===== src/inc/mdm_regs.svh =====
// Timing counts and reset values for the multiply/divide/accumulate unit
`ifndef MDM_REGS_SVH
`define MDM_REGS_SVH
`define MDM_MUL_CYCLES   6'd1
`define MDM_DIV_CYCLES   6'd16
`define MDM_MAC_CYCLES   6'd2
`define MDM_ACC_RESET    32'h0000_0000
`define MDM_DIV_STEPS    6'd32
`endif


===== src/inc/mdm_pkg.sv =====
// Types shared by the multiply/divide/accumulate unit
package mdm_pkg;
  typedef enum logic [1:0] {
    MDM_OP_MUL,
    MDM_OP_DIV,
    MDM_OP_MAC,
    MDM_OP_NONE
  } mdm_op_t;
  typedef enum logic [1:0] {
    MDM_ST_IDLE,
    MDM_ST_MUL,
    MDM_ST_DIV,
    MDM_ST_MAC
  } mdm_state_t;
endpackage


===== src/verilog/mdm_unit.sv =====
// Multiply, divide and multiply-accumulate coprocessor top level
`timescale 1ns/1ps
`default_nettype none
`include "mdm_regs.svh"
module mdm_unit
  import mdm_pkg::*;
(
  input  wire logic        core_clk,
  input  wire logic        rst,
  input  wire logic        ce,
  input  wire logic        start,
  input  wire mdm_op_t     op,
  input  wire logic        sgn,
  input  wire logic [31:0] opnd_a,
  input  wire logic [31:0] opnd_b,
  input  wire logic        acc_load,
  input  wire logic [31:0] acc_load_val,
  input  wire logic        flag_clr,
  output logic [31:0]      result_lo_q,
  output logic [31:0]      result_hi_q,
  output logic [31:0]      acc_q,
  output logic             busy_q,
  output logic             range_flag_q,
  output logic             range_dir_q,
  output logic             irq_q
);
  // ----------------------------------------
  // Sequencer
  // ----------------------------------------
  mdm_state_t  state_q;
  logic [5:0]  cnt_q;
  logic [31:0] prod_q;
  logic [31:0] prod_c;
  logic        sgn_q;
  logic        div_busy;
  logic        div_done;
  logic [31:0] div_quot;
  logic [31:0] div_rem;
  logic [32:0] sum_u;
  logic [32:0] sum_s;
  logic        ovf_c;
  logic        unf_c;
  logic        mac_step;

  // Operands arrive from logic on core_clk, so no synchroniser
  wire go = ce && start && !busy_q && (op != MDM_OP_NONE);

  always_comb
  begin
    // Operands widened first, so the product keeps all 32 bits
    if (sgn)
      prod_c = $signed({{16{opnd_a[15]}}, opnd_a[15:0]})
             * $signed({{16{opnd_b[15]}}, opnd_b[15:0]});
    else
      prod_c = {16'h0000, opnd_a[15:0]} * {16'h0000, opnd_b[15:0]};
  end

  // State and cycle counter
  always_ff @(posedge core_clk)
  begin
    if (rst)
    begin
      state_q <= MDM_ST_IDLE;
      cnt_q   <= 6'd0;
      busy_q  <= 1'b0;
      sgn_q   <= 1'b0;
      prod_q  <= 32'h0000_0000;
    end
    else if (ce)
    begin
      case (state_q)
        MDM_ST_IDLE:
        begin
          if (go)
          begin
            cnt_q  <= 6'd1;
            sgn_q  <= sgn;
            prod_q <= prod_c;
            case (op)
              MDM_OP_MUL: state_q <= MDM_ST_IDLE;
              MDM_OP_DIV:
              begin
                state_q <= MDM_ST_DIV;
                busy_q  <= 1'b1;
              end
              MDM_OP_MAC:
              begin
                state_q <= MDM_ST_MAC;
                busy_q  <= 1'b1;
              end
              default: state_q <= MDM_ST_IDLE;
            endcase
          end
        end
        MDM_ST_MAC:
        begin
          if (cnt_q == `MDM_MAC_CYCLES - 6'd1)
          begin
            state_q <= MDM_ST_IDLE;
            busy_q  <= 1'b0;
          end
          cnt_q <= cnt_q + 6'd1;
        end
        MDM_ST_DIV:
        begin
          if (div_done)
          begin
            state_q <= MDM_ST_IDLE;
            busy_q  <= 1'b0;
          end
          cnt_q <= cnt_q + 6'd1;
        end
        default:
        begin
          state_q <= MDM_ST_IDLE;
          busy_q  <= 1'b0;
        end
      endcase
    end
  end

  // ----------------------------------------
  // Divider
  // ----------------------------------------
  // divide sequencing
  mdm_div_core u_div
  (
    .core_clk (core_clk),
    .rst      (rst),
    .ce       (ce),
    .start    (go && op == MDM_OP_DIV),
    .dividend (opnd_a),
    .divisor  (opnd_b),
    .busy     (div_busy),
    .done     (div_done),
    .quot     (div_quot),
    .rem      (div_rem)
  );

  // ----------------------------------------
  // Results
  // ----------------------------------------
  // Product register; divide leaves quotient low, remainder high
  always_ff @(posedge core_clk)
  begin
    if (rst)
    begin
      result_lo_q <= 32'h0000_0000;
      result_hi_q <= 32'h0000_0000;
    end
    else if (ce)
    begin
      if (go && op == MDM_OP_MUL)
        result_lo_q <= prod_c;
      else if (div_done)
      begin
        result_lo_q <= div_quot;
        result_hi_q <= div_rem;
      end
    end
  end

  // ----------------------------------------
  // Accumulator
  // ----------------------------------------
  assign mac_step = (state_q == MDM_ST_MAC) && (cnt_q == `MDM_MAC_CYCLES - 6'd1);

  // Wraps on range exit; the flag tells software what happened
  always_comb
  begin
    sum_u = {1'b0, acc_q} + {1'b0, prod_q};
    sum_s = {acc_q[31], acc_q} + {prod_q[31], prod_q};
    if (sgn_q)
    begin
      ovf_c = (sum_s[32:31] == 2'b01);
      unf_c = (sum_s[32:31] == 2'b10);
    end
    else
    begin
      ovf_c = sum_u[32];
      unf_c = 1'b0;
    end
  end

  always_ff @(posedge core_clk)
  begin
    if (rst)
      acc_q <= `MDM_ACC_RESET;
    else if (ce)
    begin
      if (mac_step)
        acc_q <= sum_u[31:0];
      else if (acc_load && !busy_q)
        acc_q <= acc_load_val;
    end
  end

  // sticky range flag, set wins over clear
  always_ff @(posedge core_clk)
  begin
    if (rst)
    begin
      range_flag_q <= 1'b0;
      range_dir_q  <= 1'b0;
    end
    else if (ce)
    begin
      if (mac_step && (ovf_c || unf_c))
      begin
        range_flag_q <= 1'b1;
        range_dir_q  <= unf_c;
      end
      else if (flag_clr)
        range_flag_q <= 1'b0;
    end
  end

  // ----------------------------------------
  // Interrupt
  // ----------------------------------------
  // one-clock request on divide done or range exit
  always_ff @(posedge core_clk)
  begin
    if (rst)
      irq_q <= 1'b0;
    else if (ce)
      irq_q <= div_done || (mac_step && (ovf_c || unf_c));
  end

  // ----------------------------------------
  // Checks
  // ----------------------------------------
  a_mul_one_clk: assert property (@(posedge core_clk) disable iff (rst)
    (go && op == MDM_OP_MUL) |=> (result_lo_q == $past(prod_c)))
    else $error("product not ready after one clock");

  // Cycle counter runs with the divider, so done must meet its last count
  a_div_sixteen: assert property (@(posedge core_clk) disable iff (rst)
    (ce && state_q == MDM_ST_DIV) |-> (div_done == (cnt_q == `MDM_DIV_CYCLES - 6'd1)))
    else $error("divide not done on its sixteenth clock");

  a_mac_two_clk: assert property (@(posedge core_clk) disable iff (rst)
    (go && op == MDM_OP_MAC) ##1 ce |=> !busy_q && acc_q == $past(acc_q) + $past(prod_q))
    else $error("accumulate not done in two clocks");

  a_irq_no_mul: assert property (@(posedge core_clk) disable iff (rst)
    (ce && state_q == MDM_ST_IDLE && !div_done) |=> !irq_q)
    else $error("request without divide or range event");

  a_irq_range: assert property (@(posedge core_clk) disable iff (rst)
    (ce && mac_step && (ovf_c || unf_c)) |=> irq_q && range_flag_q)
    else $error("range exit without request");

  a_irq_div: assert property (@(posedge core_clk) disable iff (rst)
    (ce && div_done) |=> irq_q)
    else $error("divide done without request");

  a_flag_sticky: assert property (@(posedge core_clk) disable iff (rst)
    (range_flag_q && !flag_clr) |=> range_flag_q)
    else $error("range flag dropped without clear");

  a_busy_guard: assert property (@(posedge core_clk) disable iff (rst)
    (state_q == MDM_ST_DIV) |-> (div_busy && busy_q))
    else $error("divider idle during divide");
endmodule
`default_nettype wire


===== src/verilog/mdm_div_core.sv =====
// Restoring divider, two quotient bits per clock, sixteen clocks for 32/32
`timescale 1ns/1ps
`default_nettype none
`include "mdm_regs.svh"
module mdm_div_core
(
  input  wire logic        core_clk,
  input  wire logic        rst,
  input  wire logic        ce,
  input  wire logic        start,
  input  wire logic [31:0] dividend,
  input  wire logic [31:0] divisor,
  output logic             busy,
  output logic             done,
  output logic [31:0]      quot,
  output logic [31:0]      rem
);
  // ----------------------------------------
  // Two-step radix-2 iteration
  // ----------------------------------------
  logic [32:0] r1;
  logic [32:0] r2;
  logic [31:0] q1;
  logic [31:0] q2;
  logic [32:0] t1;
  logic [32:0] t2;
  logic [31:0] src_rem;
  logic [31:0] src_quot;
  logic [31:0] src_dvs;
  logic [31:0] rem_q;
  logic [31:0] quot_q;
  logic [31:0] dvs_q;
  logic [5:0]  step_q;

  // First step works straight on the operands, so the last one ends clock sixteen
  // Divisor zero gives all-ones quotient and dividend as remainder
  always_comb
  begin
    src_rem  = start ? 32'h0000_0000 : rem_q;
    src_quot = start ? dividend : quot_q;
    src_dvs  = start ? divisor : dvs_q;
    t1 = {src_rem, src_quot[31]} - {1'b0, src_dvs};
    r1 = t1[32] ? {src_rem, src_quot[31]} : t1;
    q1 = {src_quot[30:0], ~t1[32]};
    t2 = {r1[31:0], q1[31]} - {1'b0, src_dvs};
    r2 = t2[32] ? {r1[31:0], q1[31]} : t2;
    q2 = {q1[30:0], ~t2[32]};
  end

  // Result ports show the step in flight; only valid while done is high
  always_comb
  begin
    quot = q2;
    rem  = r2[31:0];
    done = busy && (step_q + 6'd2 == `MDM_DIV_STEPS);
  end

  // Step counter and partial results
  always_ff @(posedge core_clk)
  begin
    if (rst)
    begin
      busy   <= 1'b0;
      quot_q <= 32'h0000_0000;
      rem_q  <= 32'h0000_0000;
      dvs_q  <= 32'h0000_0000;
      step_q <= 6'd0;
    end
    else if (ce)
    begin
      if (start)
      begin
        busy   <= 1'b1;
        quot_q <= q2;
        rem_q  <= r2[31:0];
        dvs_q  <= divisor;
        step_q <= 6'd2;
      end
      else if (busy)
      begin
        quot_q <= q2;
        rem_q  <= r2[31:0];
        step_q <= step_q + 6'd2;
        if (done)
          busy <= 1'b0;
      end
    end
  end
endmodule
`default_nettype wire


===== config.mk =====
export PLATFORM = sky130hd
export DESIGN_NAME = mdm_unit
export DESIGN_NICKNAME = d
export VERILOG_FILES = /design/src/inc/mdm_pkg.sv /design/src/verilog/mdm_unit.sv /design/src/verilog/mdm_div_core.sv
export VERILOG_INCLUDE_DIRS = /design/src /design/src/inc
export SDC_FILE = /design/constraint.sdc
export NUM_CORES = 2
export LEC_CHECK = 0
export BUFFER_PORTS_ARGS = -buffer_cell sky130_fd_sc_hd__buf_2
export CAP_MARGIN = 20
export CORE_ASPECT_RATIO = 1.1
export CORE_MARGIN = 2
export CORE_UTILIZATION = 30
export CTS_CLUSTER_SIZE = 8
export DETAILED_ROUTE_END_ITERATION = 7
export PLACE_DENSITY_LB_ADDON = 0.08
export SLEW_MARGIN = 0
export SYNTH_ARGS = -nofsm -noshare
export SYNTH_HDL_FRONTEND = slang
export SYNTH_SLANG_ARGS = --single-unit

===== constraint.sdc =====
create_clock -name core_clk -period 21.7 [get_ports core_clk]
set_input_delay 2.17 -clock core_clk [delete_from_list [all_inputs] [get_ports core_clk]]
set_output_delay 2.17 -clock core_clk [all_outputs]
set_load 0.01 [all_outputs]

==> impl_results.md <==
* Status: finished clean
* CTS Buf Count at 36
* Most common cell after layout, fill and taps aside: inv_1
* Layout area overhead at 10.7%
* Avg Vias per Cell at approximately 4.9
* IO Pins at 205
* Initial core utilization at between 30% and 40%
* Longest Clk Path Bufs at 3
* Fin crit share at approximately half
* Critical Setup Path Class: input port to flop
* DRC at 0
* Synth Instances at roughly 3600
* DR pass1 iterations at 6
* Hold_ws at between 0.4 and 0.5 ns
* Synth warnings at 0
* Post-CTS resize count at 0
* Setup bufs post-CTS at 0
* Worst slew margin at approximately 28%
* H-tree Lvls at 2
* Min cycle time layout at between 10 and 15 ns
* Critical path buffers and inverters at 7
* Gr ovfl total at 0
* Achievable Freq at 0.0892 GHz
* Commonest non-fill, non-tap cells in the layout: 512 x inv_1, 367 x fa_1, 365 x nand2_1, 292 x nor2_1, 255 x ha_1
* Simple-gate area share of the yosys netlist at around 16%
* DR WL met2 at ~52 mm
* Iteration-0 DRC Markers at roughly 1200
* RSZ-0062 raised after global routing: no
* CP top delay family: simple AND/OR/NAND/NOR gates
* CORE AREA at slightly below 100000 um^2
* MaxCap Viol Count at 0
* Synth Area in Adders at 35.2%
* GRT Resource Usage Total at between 10% and 20%
* Synth Area in Compound Gates at between 10% and 20%
* Sum Neg Setup Slack at 0 ns
* #FFs+latches synth at approximately 240
* Worst slew pin tran at ~1.1 ns
* DR vias at about 25000
* Final Hold Violating Endpoints at 0
* Post-synth net total at ~4300
* Hold Path Class: flop to flop
* Final ANT Viol Nets at 0
* Top FF cell, synth: dfxtp_1
* CTS clock-pin slew for the worst setup and hold paths at ~0.050 ns
* CTS tree: yes
* Final Skew at 0.0252 ns
* Sink Count at approximately 240
* First-pass GRT wire length at about 160 mm
* Mux cell area share after synthesis at 2.85%
* Main combinational cell family by area after synthesis: adder cells
* M1 WL at between 40 and 50 mm
* Area of the die at around 100000 um^2
* Worst path max stage delay at roughly 0.80 ns
* Synth cell types at 81
* Crit end category: flop
* DR WL/cell at between 20 and 25 um
* CTS Hold Bufs at 0
* Slew Viols, Final at 0
* Register area share after synthesis at about 16%
* Die height at approximately 340 um
* Clk_lat worst skew at 0.55 ns
* Largest net degree at the start of global routing at 91
* Synthesized area at ~30000 um^2
* Num rows at 121
* Crit-path max FO at 48
* Final setup vio count at 0
* Detailed Place HPWL at 81.3 mm
* Initial antenna violation count at 8
* Met3 Routed Length at 3.24 mm
* Port bufs at just over 200
* Synth Area in XOR/XNOR at between 4 and 5%
* Vias in the first global route at 26070
* Crit path DAT at approximately 12 ns
* Share of layout cells above drive strength 1 at around 8%
* Avg Cell Area, Syn at between 8 and 9 um^2
* CP required at roughly 22 ns
* Final nets at between 4000 and 5000
* Uppermost layer routed: met5
* Root Buffer: clkbuf_16
* GPL Wtd Cong at approximately 0.84
* Die span in x at 305 um
* CP max-delay cell: xor2_4
* Nature of the critical path startpoint: input port
* Final WL at a little over 100 mm
* Fill cell count at 10738
* Ys async rst share at 0%
* Number of synthesized flops with an enable pin at 0
-- sequential cells by signal, indices dropped and copies added, names as in the netlist --
signal	flops
state_q	2
irq_q	1
acc_q	32
sgn_q	1
cnt_q	6
prod_q	32
result_lo_q	32
range_flag_q	1
range_dir_q	1
u_div.rem_q	32
u_div.step_q	5
busy_q	1
u_div.busy	1
u_div.quot_q	32
result_hi_q	32
u_div.dvs_q	32
-- per-layer routing --
metal,GRT usage [%],vias up
met5,0,-
met4,3.19,2
met3,1.85,83
met2,36.9,362
met1,25.3,12208
li1,-,12069
-- cell usage after synthesis, types with 24 or more instances --
library cell,count,share of area (%)
inv_1,512,6.4
fa_1,367,25
nand2_1,367,4.6
nor2_1,292,3.7
ha_1,255,11
dfxtp_1,243,16
a21oi_1,241,4.0
and2_1,168,3.5
o21ai_0,159,2.7
clkbuf_1,141,1.8
xnor2_1,91,2.7
a21o_1,90,2.3
a211oi_1,83,2.1
mux2i_1,74,2.5
xor2_1,50,1.5
nand3_1,38,0.64
nor3_1,37,0.62
a31oi_1,26,0.54
o21a_1,26,0.65
nor2b_1,25,0.52
nand2b_1,24,0.50
-- worst reg2reg max path: cells and delay by family (launching register included) --
family	cells	cell delay (ns)
AO/OA/AOI/OAI	8	1.75
XOR/XNOR	1	0.80
adder cells (fa/ha/maj)	3	0.89
buffers and inverters	6	1.95
flip-flops	1	0.33
multiplexers	2	0.93
AND/OR/NAND/NOR	10	2.87
-- worst paths after layout --
kind           startpoint              end  slack [ns]  cells after the start
max                 op[0]  result_hi_q[16]       10.49                     32
min          range_flag_q     range_flag_q        0.46                      2
max reg2reg        busy_q  result_hi_q[16]       12.10                     30
min reg2reg  range_flag_q     range_flag_q        0.46                      2
-- kinds of logic after synthesis --
logic type	count (synthesis)
muxes	84
DFF	243
and+or+nand+nor	1039
AOI/OAI and AO/OA	792
xor gates and xnor gates	141
adders and majority gates	622
buffers and inverters	675
-- through the flow --
stage / cells / util, % / area [um^2] / setup WS (ns)
after global placement: 4954 / 32.5 / 32200 / 9.99
after CTS: 4997 / 33.5 / 33100 / 10.48
after floorplan: 3596 / - / 29900 / 12.19
after global routing: 4997 / 33.5 / 33100 / 9.75
after detailed placement: 4954 / 32.5 / 32200 / 9.89
final: 5000 / 33.5 / 33200 / 10.49
-- cell type report --
type | count | area [um^2] | share of cell area [%]
multi-input combinational | 2678 | 22600 | 68.0
clock inverter | 2 | 17.5 | 0.0528
clock buffer | 41 | 951 | 2.87
antenna | 3 | 7.51 | 0.0226
sequential | 243 | 4860 | 14.7
timing repair buffer | 230 | 1220 | 3.69
tap | 1291 | 1620 | 4.87
inverter | 512 | 1920 | 5.80
Power is not shown: default switching activity piles up to over one toggle a cycle in this logic, so the estimate is an artifact.
